==> config.mk <==
export PLATFORM = sky130hd
export DESIGN_NAME = efp_ctrl
export DESIGN_NICKNAME = d
export VERILOG_FILES = /design/src/hdl/efp_common.sv /design/src/hdl/efp_ctrl.sv
export SDC_FILE = /design/constraint.sdc
export NUM_CORES = 1
export LEC_CHECK = 0
export BUFFER_PORTS_ARGS = -buffer_cell sky130_fd_sc_hd__buf_2
export CORE_MARGIN = 5
export CORE_UTILIZATION = 54
export CTS_CLUSTER_DIAMETER = 100
export CTS_CLUSTER_SIZE = 8
export DETAILED_ROUTE_END_ITERATION = 7
export PLACE_DENSITY = 0.85
export SYNTH_ARGS = -nofsm -noshare
export SYNTH_HDL_FRONTEND = slang
export SYNTH_SLANG_ARGS = --single-unit
==> constraint.sdc <==
create_clock -name I_CLK_SYS -period 6.58 [get_ports I_CLK_SYS]
set_input_delay 0.329 -clock I_CLK_SYS [delete_from_list [all_inputs] [get_ports I_CLK_SYS]]
set_output_delay 0.329 -clock I_CLK_SYS [all_outputs]
set_load 0.05 [all_outputs]
==> src/hdl/efp_common.sv <==
package efp_pkg;
  // machine cycle framing
  localparam int unsigned EFP_MC_OSC_PERIODS = 12;
  localparam logic [3:0] EFP_PH_LAST = 4'hb;
  localparam logic [3:0] EFP_PH_HALF = 4'h6;
  // reset pin qualification, in machine cycles
  localparam logic [2:0] EFP_RST_HOLD_MC = 3'h3;
  localparam logic [2:0] EFP_SER_TX_MAX_MC = 3'h4;
  // strobe slots inside one half machine cycle (osc periods)
  localparam logic [3:0] EFP_ALE_LAST = 4'h1;
  localparam logic [3:0] EFP_RD_FIRST = 4'h3;
  localparam logic [3:0] EFP_RD_LAST = 4'h5;
  // highest internal program address
  localparam logic [15:0] EFP_INT_ROM_TOP = 16'h0fff;
  // reset values
  localparam logic [7:0] EFP_AUX_PORT_RST = 8'hff;
  localparam logic [7:0] EFP_PORT_IDLE_VAL = 8'hff;
  // power modes
  typedef enum logic [1:0]
  {
    EFP_MODE_RUN = 2'b00,
    EFP_MODE_IDLE = 2'b01,
    EFP_MODE_PDOWN = 2'b10
  } efp_mode_t;
endpackage

`timescale 1ns/1ps
module efp_sync
#(
  parameter int unsigned W = 1,
  parameter logic [W-1:0] RST_VAL = '0
)
(
  input wire logic clk,
  input wire logic rst,
  input wire logic [W-1:0] d,
  output logic [W-1:0] q
);
  logic [W-1:0] meta_q;

  // two flop synchroniser, first stage feeds only the second
  always_ff @(posedge clk or posedge rst)
  begin
    if (rst)
    begin
      meta_q <= RST_VAL;
      q <= RST_VAL;
    end
    else
    begin
      meta_q <= d;
      q <= meta_q;
    end
  end
endmodule // efp_sync

==> src/hdl/efp_ctrl.sv <==
`timescale 1ns/1ps
// How it works
// - aux port bits written one are weakly pulled high; low address captured in verify.
// - reset pin held low three machine cycles with oscillator running resets device.
// - serial controller reset after three cycles, transmit halted by four cycles.
// - address latch strobe pulses at one sixth of the oscillator rate.
// - one address latch strobe skipped in each external data access cycle.
// - address latch strobe held high during reset.
// - program read strobe twice per cycle on external fetch, two skipped on data access.
// - program read strobe held high during reset.
// - access select low fetches low addresses externally; high runs them internally.
// - alternate bus select high puts low address and data on port 5.
// - alternate bus select high drives high address byte on port 6.
// - alternate bus select picks ports 0 and 2 or ports 5 and 6.
// - alternate bus uses its own program read strobe.
// - internal timing counts divide-by-two stage edges, so duty cycle is irrelevant.
// - idle halts cpu and dma, state kept, peripherals run.
// - idle ends on an enabled interrupt or hardware reset.
// - power-down stops oscillator; only hardware reset ends it.
// - idle holds strobes high, bus low part floats, high part address, spare ports 5 and 6 0ffh, spare ports 0 and 2 address.
// - power-down drives address strobe low and standard or alternate strobe low.
module efp_ctrl
  import efp_pkg::*;
(
  // clock and reset
  input wire logic I_CLK_SYS,
  input wire logic I_SYS_RST,
  // pins from outside
  input wire logic I_OSC_IN,
  input wire logic I_RST_PIN_N,
  input wire logic I_EXT_ACCESS_SEL_N,
  input wire logic I_ALT_FETCH_BUS_SEL,
  input wire logic [7:0] I_P4_PIN,
  // cpu side
  input wire logic [15:0] I_PC_ADDR,
  input wire logic I_XDATA_ACCESS,
  input wire logic I_IDLE_REQ,
  input wire logic I_PDOWN_REQ,
  input wire logic I_IRQ_ENABLED,
  input wire logic I_P4_WR,
  input wire logic [7:0] I_P4_WR_DATA,
  input wire logic I_PROG_VERIFY,
  // strobes
  output logic O_ALE,
  output logic O_PROG_READ_STROBE_N,
  output logic O_ALT_PROG_READ_STROBE_N,
  // standard fetch bus
  output logic [7:0] O_P0_OUT,
  output logic O_P0_OE,
  output logic [7:0] O_P2_OUT,
  output logic O_P2_OE,
  // alternate fetch bus
  output logic [7:0] O_P5_OUT,
  output logic O_P5_OE,
  output logic [7:0] O_P6_OUT,
  output logic O_P6_OE,
  // auxiliary port
  output logic [7:0] O_P4_OUT,
  output logic [7:0] O_P4_OE,
  output logic [7:0] O_P4_PULLUP,
  output logic [7:0] O_P4_RD_DATA,
  output logic [7:0] O_VERIFY_ADDR_LO,
  // core control
  output logic O_DEV_RESET,
  output logic O_SER_RESET,
  output logic O_SER_TX_HALT,
  output logic O_CPU_HALT,
  output logic O_DMA_STOP,
  output logic O_OSC_STOP
);
  //----------------------------------------------------------------
  // pin synchronisers
  //----------------------------------------------------------------
  logic [3:0] pins_s;
  logic [7:0] p4_s;
  logic osc_s;
  logic rst_pin_n_s;
  logic ea_n_s;
  logic alt_sel_s;
  logic osc_prev_q;
  logic div2_q;
  logic div2_prev_q;
  logic ph_evt;
  logic [3:0] ph_q;
  logic mc_end;
  logic xdata_q;
  logic [2:0] rst_mc_q;
  logic dev_rst_q;
  efp_mode_t mode_q;
  logic ext_fetch;
  logic [3:0] ph_half;
  logic addr_phase;
  logic ale_d;
  logic prog_read_strobe_n_d;
  logic alt_prog_read_strobe_n_d;
  logic [7:0] aux_q;

  efp_sync #(.W(4), .RST_VAL(4'hd)) u_pin_sync
  (
    .clk(I_CLK_SYS),
    .rst(I_SYS_RST),
    .d({I_OSC_IN, I_RST_PIN_N, I_EXT_ACCESS_SEL_N, I_ALT_FETCH_BUS_SEL}),
    .q(pins_s)
  );

  efp_sync #(.W(8), .RST_VAL(8'hff)) u_p4_sync
  (
    .clk(I_CLK_SYS),
    .rst(I_SYS_RST),
    .d(I_P4_PIN),
    .q(p4_s)
  );

  assign osc_s = pins_s[3];
  assign rst_pin_n_s = pins_s[2];
  assign ea_n_s = pins_s[1];
  assign alt_sel_s = pins_s[0];

  //----------------------------------------------------------------
  // slot decoding
  //----------------------------------------------------------------
  function automatic logic ale_slot(input logic [3:0] p);
    ale_slot = (p <= EFP_ALE_LAST);
  endfunction

  function automatic logic rd_slot(input logic [3:0] p);
    rd_slot = (p >= EFP_RD_FIRST) && (p <= EFP_RD_LAST);
  endfunction

  //----------------------------------------------------------------
  // oscillator divide and machine cycle phase
  //----------------------------------------------------------------
  // divide-by-two flop toggles on each oscillator rising edge
  always_ff @(posedge I_CLK_SYS or posedge I_SYS_RST)
  begin
    if (I_SYS_RST)
    begin
      osc_prev_q <= 1'b1; // matches synchroniser reset level, no false edge
      div2_q <= 1'b0;
      div2_prev_q <= 1'b0;
    end
    else
    begin
      osc_prev_q <= osc_s;
      div2_prev_q <= div2_q;
      if (osc_s && !osc_prev_q)
      begin
        div2_q <= ~div2_q;
      end
    end
  end

  // each edge of the divided clock marks one oscillator period
  assign ph_evt = (div2_q != div2_prev_q);
  assign mc_end = ph_evt && (ph_q == EFP_PH_LAST);

  // phase counter 0..11 across one machine cycle
  always_ff @(posedge I_CLK_SYS or posedge I_SYS_RST)
  begin
    if (I_SYS_RST)
    begin
      ph_q <= 4'h0;
    end
    else if (ph_evt)
    begin
      ph_q <= (ph_q == EFP_PH_LAST) ? 4'h0 : ph_q + 4'h1;
    end
  end

  // data access flag held for a whole machine cycle
  always_ff @(posedge I_CLK_SYS or posedge I_SYS_RST)
  begin
    if (I_SYS_RST)
    begin
      xdata_q <= 1'b0;
    end
    else if (mc_end)
    begin
      xdata_q <= I_XDATA_ACCESS;
    end
  end

  //----------------------------------------------------------------
  // reset pin qualification
  //----------------------------------------------------------------
  // count whole machine cycles with the pin low, saturating at four
  always_ff @(posedge I_CLK_SYS or posedge I_SYS_RST)
  begin
    if (I_SYS_RST)
    begin
      rst_mc_q <= 3'h0;
    end
    else if (rst_pin_n_s)
    begin
      rst_mc_q <= 3'h0;
    end
    else if (mc_end && rst_mc_q != EFP_SER_TX_MAX_MC)
    begin
      rst_mc_q <= rst_mc_q + 3'h1;
    end
  end

  always_ff @(posedge I_CLK_SYS or posedge I_SYS_RST)
  begin
    if (I_SYS_RST)
    begin
      dev_rst_q <= 1'b1;
    end
    else if (rst_pin_n_s)
    begin
      dev_rst_q <= 1'b0;
    end
    else if (rst_mc_q >= EFP_RST_HOLD_MC)
    begin
      dev_rst_q <= 1'b1;
    end
  end

  // serial controller sees reset at three, transmit stops by four
  always_ff @(posedge I_CLK_SYS or posedge I_SYS_RST)
  begin
    if (I_SYS_RST)
    begin
      O_SER_RESET <= 1'b1;
      O_SER_TX_HALT <= 1'b1;
      O_DEV_RESET <= 1'b1;
    end
    else
    begin
      O_SER_RESET <= dev_rst_q;
      O_SER_TX_HALT <= dev_rst_q && (rst_mc_q == EFP_SER_TX_MAX_MC);
      O_DEV_RESET <= dev_rst_q;
    end
  end

  //----------------------------------------------------------------
  // power modes
  //----------------------------------------------------------------
  always_ff @(posedge I_CLK_SYS or posedge I_SYS_RST)
  begin
    if (I_SYS_RST)
    begin
      mode_q <= EFP_MODE_RUN;
    end
    else
    begin
      case (mode_q)
        EFP_MODE_RUN:
        begin
          if (dev_rst_q)
            mode_q <= EFP_MODE_RUN;
          else if (I_PDOWN_REQ)
            mode_q <= EFP_MODE_PDOWN;
          else if (I_IDLE_REQ)
            mode_q <= EFP_MODE_IDLE;
        end
        EFP_MODE_IDLE:
        begin
          if (I_IRQ_ENABLED || dev_rst_q)
            mode_q <= EFP_MODE_RUN;
        end
        EFP_MODE_PDOWN:
        begin
          if (!rst_pin_n_s)
            mode_q <= EFP_MODE_RUN;
        end
        default:
        begin
          mode_q <= EFP_MODE_RUN;
        end
      endcase
    end
  end

  // core halt controls
  always_ff @(posedge I_CLK_SYS or posedge I_SYS_RST)
  begin
    if (I_SYS_RST)
    begin
      O_CPU_HALT <= 1'b0;
      O_DMA_STOP <= 1'b0;
      O_OSC_STOP <= 1'b0;
    end
    else
    begin
      O_CPU_HALT <= (mode_q != EFP_MODE_RUN);
      O_DMA_STOP <= (mode_q != EFP_MODE_RUN);
      O_OSC_STOP <= (mode_q == EFP_MODE_PDOWN);
    end
  end

  //----------------------------------------------------------------
  // strobe generation
  //----------------------------------------------------------------
  assign ext_fetch = !ea_n_s || (I_PC_ADDR > EFP_INT_ROM_TOP);
  assign ph_half = (ph_q >= EFP_PH_HALF) ? ph_q - EFP_PH_HALF : ph_q;
  assign addr_phase = (ph_half < EFP_RD_FIRST);

  always_comb
  begin
    ale_d = 1'b1;
    prog_read_strobe_n_d = 1'b1;
    alt_prog_read_strobe_n_d = 1'b1;
    if (dev_rst_q)
    begin
      ale_d = 1'b1;
    end
    else if (mode_q == EFP_MODE_PDOWN)
    begin
      ale_d = 1'b0;
      prog_read_strobe_n_d = alt_sel_s;
      alt_prog_read_strobe_n_d = !alt_sel_s;
    end
    else if (mode_q == EFP_MODE_IDLE)
    begin
      ale_d = 1'b1;
    end
    else
    begin
      ale_d = ale_slot(ph_half) && !(xdata_q && ph_q >= EFP_PH_HALF);
      if (ext_fetch && rd_slot(ph_half) && !xdata_q)
      begin
        prog_read_strobe_n_d = alt_sel_s;
        alt_prog_read_strobe_n_d = !alt_sel_s;
      end
    end
  end

  always_ff @(posedge I_CLK_SYS or posedge I_SYS_RST)
  begin
    if (I_SYS_RST)
    begin
      O_ALE <= 1'b1;
      O_PROG_READ_STROBE_N <= 1'b1;
      O_ALT_PROG_READ_STROBE_N <= 1'b1;
    end
    else
    begin
      O_ALE <= ale_d;
      O_PROG_READ_STROBE_N <= prog_read_strobe_n_d;
      O_ALT_PROG_READ_STROBE_N <= alt_prog_read_strobe_n_d;
    end
  end

  //----------------------------------------------------------------
  // fetch bus drive
  //----------------------------------------------------------------
  // low byte driven in the address slots, released while strobe reads
  always_ff @(posedge I_CLK_SYS or posedge I_SYS_RST)
  begin
    if (I_SYS_RST)
    begin
      O_P0_OUT <= EFP_PORT_IDLE_VAL;
      O_P0_OE <= 1'b0;
      O_P2_OUT <= EFP_PORT_IDLE_VAL;
      O_P2_OE <= 1'b0;
      O_P5_OUT <= EFP_PORT_IDLE_VAL;
      O_P5_OE <= 1'b0;
      O_P6_OUT <= EFP_PORT_IDLE_VAL;
      O_P6_OE <= 1'b0;
    end
    else
    begin
      O_P0_OUT <= I_PC_ADDR[7:0];
      O_P2_OUT <= I_PC_ADDR[15:8];
      O_P5_OUT <= alt_sel_s ? I_PC_ADDR[7:0] : EFP_PORT_IDLE_VAL;
      O_P6_OUT <= alt_sel_s ? I_PC_ADDR[15:8] : EFP_PORT_IDLE_VAL;
      O_P0_OE <= 1'b0;
      O_P2_OE <= 1'b0;
      O_P5_OE <= 1'b0;
      O_P6_OE <= 1'b0;
      if (!dev_rst_q && ext_fetch && mode_q == EFP_MODE_RUN && !xdata_q)
      begin
        O_P0_OE <= !alt_sel_s && addr_phase;
        O_P2_OE <= !alt_sel_s;
        O_P5_OE <= alt_sel_s && addr_phase;
        O_P6_OE <= alt_sel_s;
      end
      else if (!dev_rst_q && ext_fetch && mode_q == EFP_MODE_IDLE)
      begin
        O_P2_OE <= !alt_sel_s;
        O_P6_OE <= alt_sel_s;
      end
    end
  end

  //----------------------------------------------------------------
  // auxiliary port
  //----------------------------------------------------------------
  always_ff @(posedge I_CLK_SYS or posedge I_SYS_RST)
  begin
    if (I_SYS_RST)
    begin
      aux_q <= EFP_AUX_PORT_RST;
      O_VERIFY_ADDR_LO <= 8'h00;
    end
    else
    begin
      if (I_P4_WR)
        aux_q <= I_P4_WR_DATA;
      if (I_PROG_VERIFY)
        O_VERIFY_ADDR_LO <= p4_s;
    end
  end

  // ones get a weak pullup and read back the pin, zeros drive low
  always_ff @(posedge I_CLK_SYS or posedge I_SYS_RST)
  begin
    if (I_SYS_RST)
    begin
      O_P4_OUT <= 8'h00;
      O_P4_OE <= 8'h00;
      O_P4_PULLUP <= EFP_AUX_PORT_RST;
      O_P4_RD_DATA <= 8'hff;
    end
    else
    begin
      O_P4_OUT <= 8'h00;
      O_P4_OE <= ~aux_q;
      O_P4_PULLUP <= aux_q;
      O_P4_RD_DATA <= p4_s;
    end
  end
endmodule // efp_ctrl

==> results.ini <==
[outcome]
status = completed

[worst_setup_path]
worstPathRequired_ps = 7110
worstPathMaxFanout = 66
r2r.worst_path.cells = 5
worstReg2RegStart = ph_q[2]$_DFFE_PP0N_
worst_ep_arrival_time_ps = 2250
critPathLaunchType = input port
rrSetupSlack_ps = 4930
critical_path.endpoint_type = async pin
worstReg2RegEnd = O_ALT_PROG_READ_STROBE_N$_DFF_PP1_
worstSetupPathType = in -> async
cp-startpoint = I_SYS_RST

[yosys]
top_reg_cell_synth = dfstp_2
synth_top_area_share_pct = 55.2
yosys-top-cells-count = 85 x dfstp_2, 36 x dfrtp_1, 17 x inv_1, 17 x nand2b_1, 12 x nand2_1
synthMostInstantiatedCell = dfstp_2
postSynthCellCount = 263
synth.cell_area_sq_um = 4050
yosys.area.top_type = dfstp_2
yosysWarnings = 0
synth.ff_latch_count = 121
synthTopCellsByArea = dfstp_2 55%, dfrtp_1 22%, nand2b_1 2.6%
synth_edf_count = 0
yosysSeqAreaShare_pct = 77.5
synthArstFlopShare_pct = 100
avg_synthesized_cell_area_sq_um = 15.4
synthDistinctLibCells = 40

[sta]
fin_worst_skew_ps = 7.08
fraction_of_the_cycle_the_final_worst_path_needs_pct = 26.1
finalMaxSlewViolations = 0
max_slew_margin_pct = 48.2
hold_slack_ps = 41.5
worst-slew-pin-transition_ps = 777
final_hold_viol_count = 0
worst_slack_ps = 4860
post-route-min-period_ps = 1720
max_freq_mhz = 582
setup_viol = 0
rsz0062_at_grt = false
totalNegativeSetupSlack_ps = 0

[place]
place_worst_setup_slack_ps = 4850
port_buffers = 120
hpwl_microns = 5370
dpl_cell_area_sq_um = 4710
place.gp.congestion = 0.783

[die]
initial_utilization_pct = 55.5
num_io_pins = 129
core-area_sq_um = 7290
std_cell_rows = 31
die_area_sq_um = 9320
chipHeight_microns = 96.6
die-width_microns = 96.6

[job]
drv_cap = 0

[clocking]
clock_tree.htree_level_count = 4
worst_skew_pair.late_latency_ps = 500
post_cts_buffers = 0
cts_root_buf = clkbuf_8
clock-sinks = 121
tritoncts = done
clock_transition_at_the_registers_of_the_reported_paths_ps = 60
clockBufferDepth = 2
cts-buffers-inserted = 17

[global_routing]
grt_overflow_total = 0
grt_antenna_before_repair = 1
largest_net_degree_at_the_start_of_global_routing = 67
grt_first_pass_wirelength_microns = 14200
grt_pass1_vias = 2857
grt_usage_pct = 21.0

[routing]
vias = 2596
via_density_per_instance = 4.83
detail_route.wirelength_microns = 9240
route.detailed.drc = 0
dr.first_iter.drc_count = 154
avgRoutedWirePerCell_microns = 17.2
detail-route-antenna-nets = 0
detail_route.first_pass.iterations = 4

[cells_and_area]
fin_util_pct = 76.9
drive_above_1_share_pct = 57.7
nets = 474
final_design_area_excluding_fillers_sq_um = 5610
syn2layout_area_growth_pct = 38.6

[min_path]
hp-class = in -> reg
min_from = I_P4_WR_DATA[7]
whs_endpoint = aux_q[7]$_DFFE_PP1P_
min_path_cells = 3

[pwr]
irDropWorstVdd_v = 0.000222
cellLeakagePower_uw = 0.00259
powerDensity_nw_per_um2 = 415

[cells by family (layout without fill, tap and decap cells)]
logic type / after synthesis / in the layout / share of synthesized area (%)
other cells: 1 / 9 / 0.0927
compound gates: 28 / 28 / 4.27
flops: 121 / 121 / 77.5
mux: 10 / 10 / 2.75
simple gates: 59 / 59 / 8.01
buf+inv: 33 / 200 / 4.02
xor+xnor: 5 / 5 / 1.55
fa+ha+maj: 6 / 6 / 1.86
[area by class of cell]
type                            count  area [sq um]
Antenna cell                        1          2.50
Clock buffer                       17           414
Clock inverter                     15           190
Fill cell                         417          1680
Inverter                           18          70.1
Multi-Input combinational cell    116           776
Sequential cell                   121          3130
Tap cell                           99           124
Timing Repair Buffer              150           898
[worst max-delay path by stage]
| stage | slack [ps] | depth (start not counted) | end |
|---|---|---|---|
| detailed placement | 4850 | 3 | O_P4_OE[0]$_DFF_PP0_ |
| global route | 4590 | 4 | u_pin_sync.meta_q[1]$_DFF_PP0_ |
| finish | 4860 | 4 | u_pin_sync.meta_q[1]$_DFF_PP0_ |
| CTS | 4840 | 4 | O_P4_OE[6]$_DFF_PP0_ |
| floorplan | 3180 | 1 | O_DMA_STOP$_DFF_PP0_ |
| global placement | 4890 | 3 | O_P4_OE[0]$_DFF_PP0_ |
[layout by cell type (no fill, tap or decap), types with 6 or more instances in the layout]
| master | instances |
|---|---|
| inv_1 | 16 |
| clkbuf_16 | 16 |
| o21ai_0 | 10 |
| buf_2 | 120 |
| ha_1 | 6 |
| dlygate4sd3_1 | 29 |
| nor2_1 | 11 |
| nand2b_1 | 17 |
| dfstp_2 | 85 |
| a21oi_1 | 7 |
| mux2_2 | 8 |
| conb_1 | 8 |
| dfrtp_1 | 36 |
| nand2_1 | 12 |
[worst max-delay path: stages]
cell           delay, ps
dlygate4sd3_1        540
buf_2                140
inv_4                450
buf_4                740
[routing by layer]
layer  wire length (microns)  global-route usage [%]  up-vias
met5                       0                       0        -
met4                     269                    11.8        0
met3                     814                    7.36       25
met2                    4860                    36.6      115
met1                    3300                    22.0     1291
li1                        -                       -     1165
[per-stage QoR]
stage / std cells / power (uW)
3_5_place_dp: 475 / 1380
3_3_place_gp: 475 / 1360
4_1_cts: 536 / 2340
6_report: 537 / 2330
5_1_grt: 537 / 2430
2_1_floorplan: 270 / 1280
[flip-flops by register name, indices dropped and copies added, names as in the netlist, 2 cells and up]
| signal | cells |
|---|---|
| ph_q | 4 |
| u_p4_sync.q | 8 |
| O_P6_OUT | 8 |
| O_P0_OUT | 8 |
| mode_q | 2 |
| O_P4_OE | 8 |
| O_P2_OUT | 8 |
| u_pin_sync.meta_q | 4 |
| u_pin_sync.q | 4 |
| O_VERIFY_ADDR_LO | 8 |
| u_p4_sync.meta_q | 8 |
| O_P4_PULLUP | 8 |
| aux_q | 8 |
| O_P5_OUT | 8 |
| O_P4_RD_DATA | 8 |
| rst_mc_q | 3 |
[repair_timing]
action                    CTS  global route
hold endpoints to repair   36             0
hold buffers               29             0
resized for setup           0             0
[power by group]
group	total [uW]	switching, uW	internal, uW
Sequential	922	67.6	854
Combinational	477	330	147
Clock	930	344	585
Power figures use the tool's default switching activity.
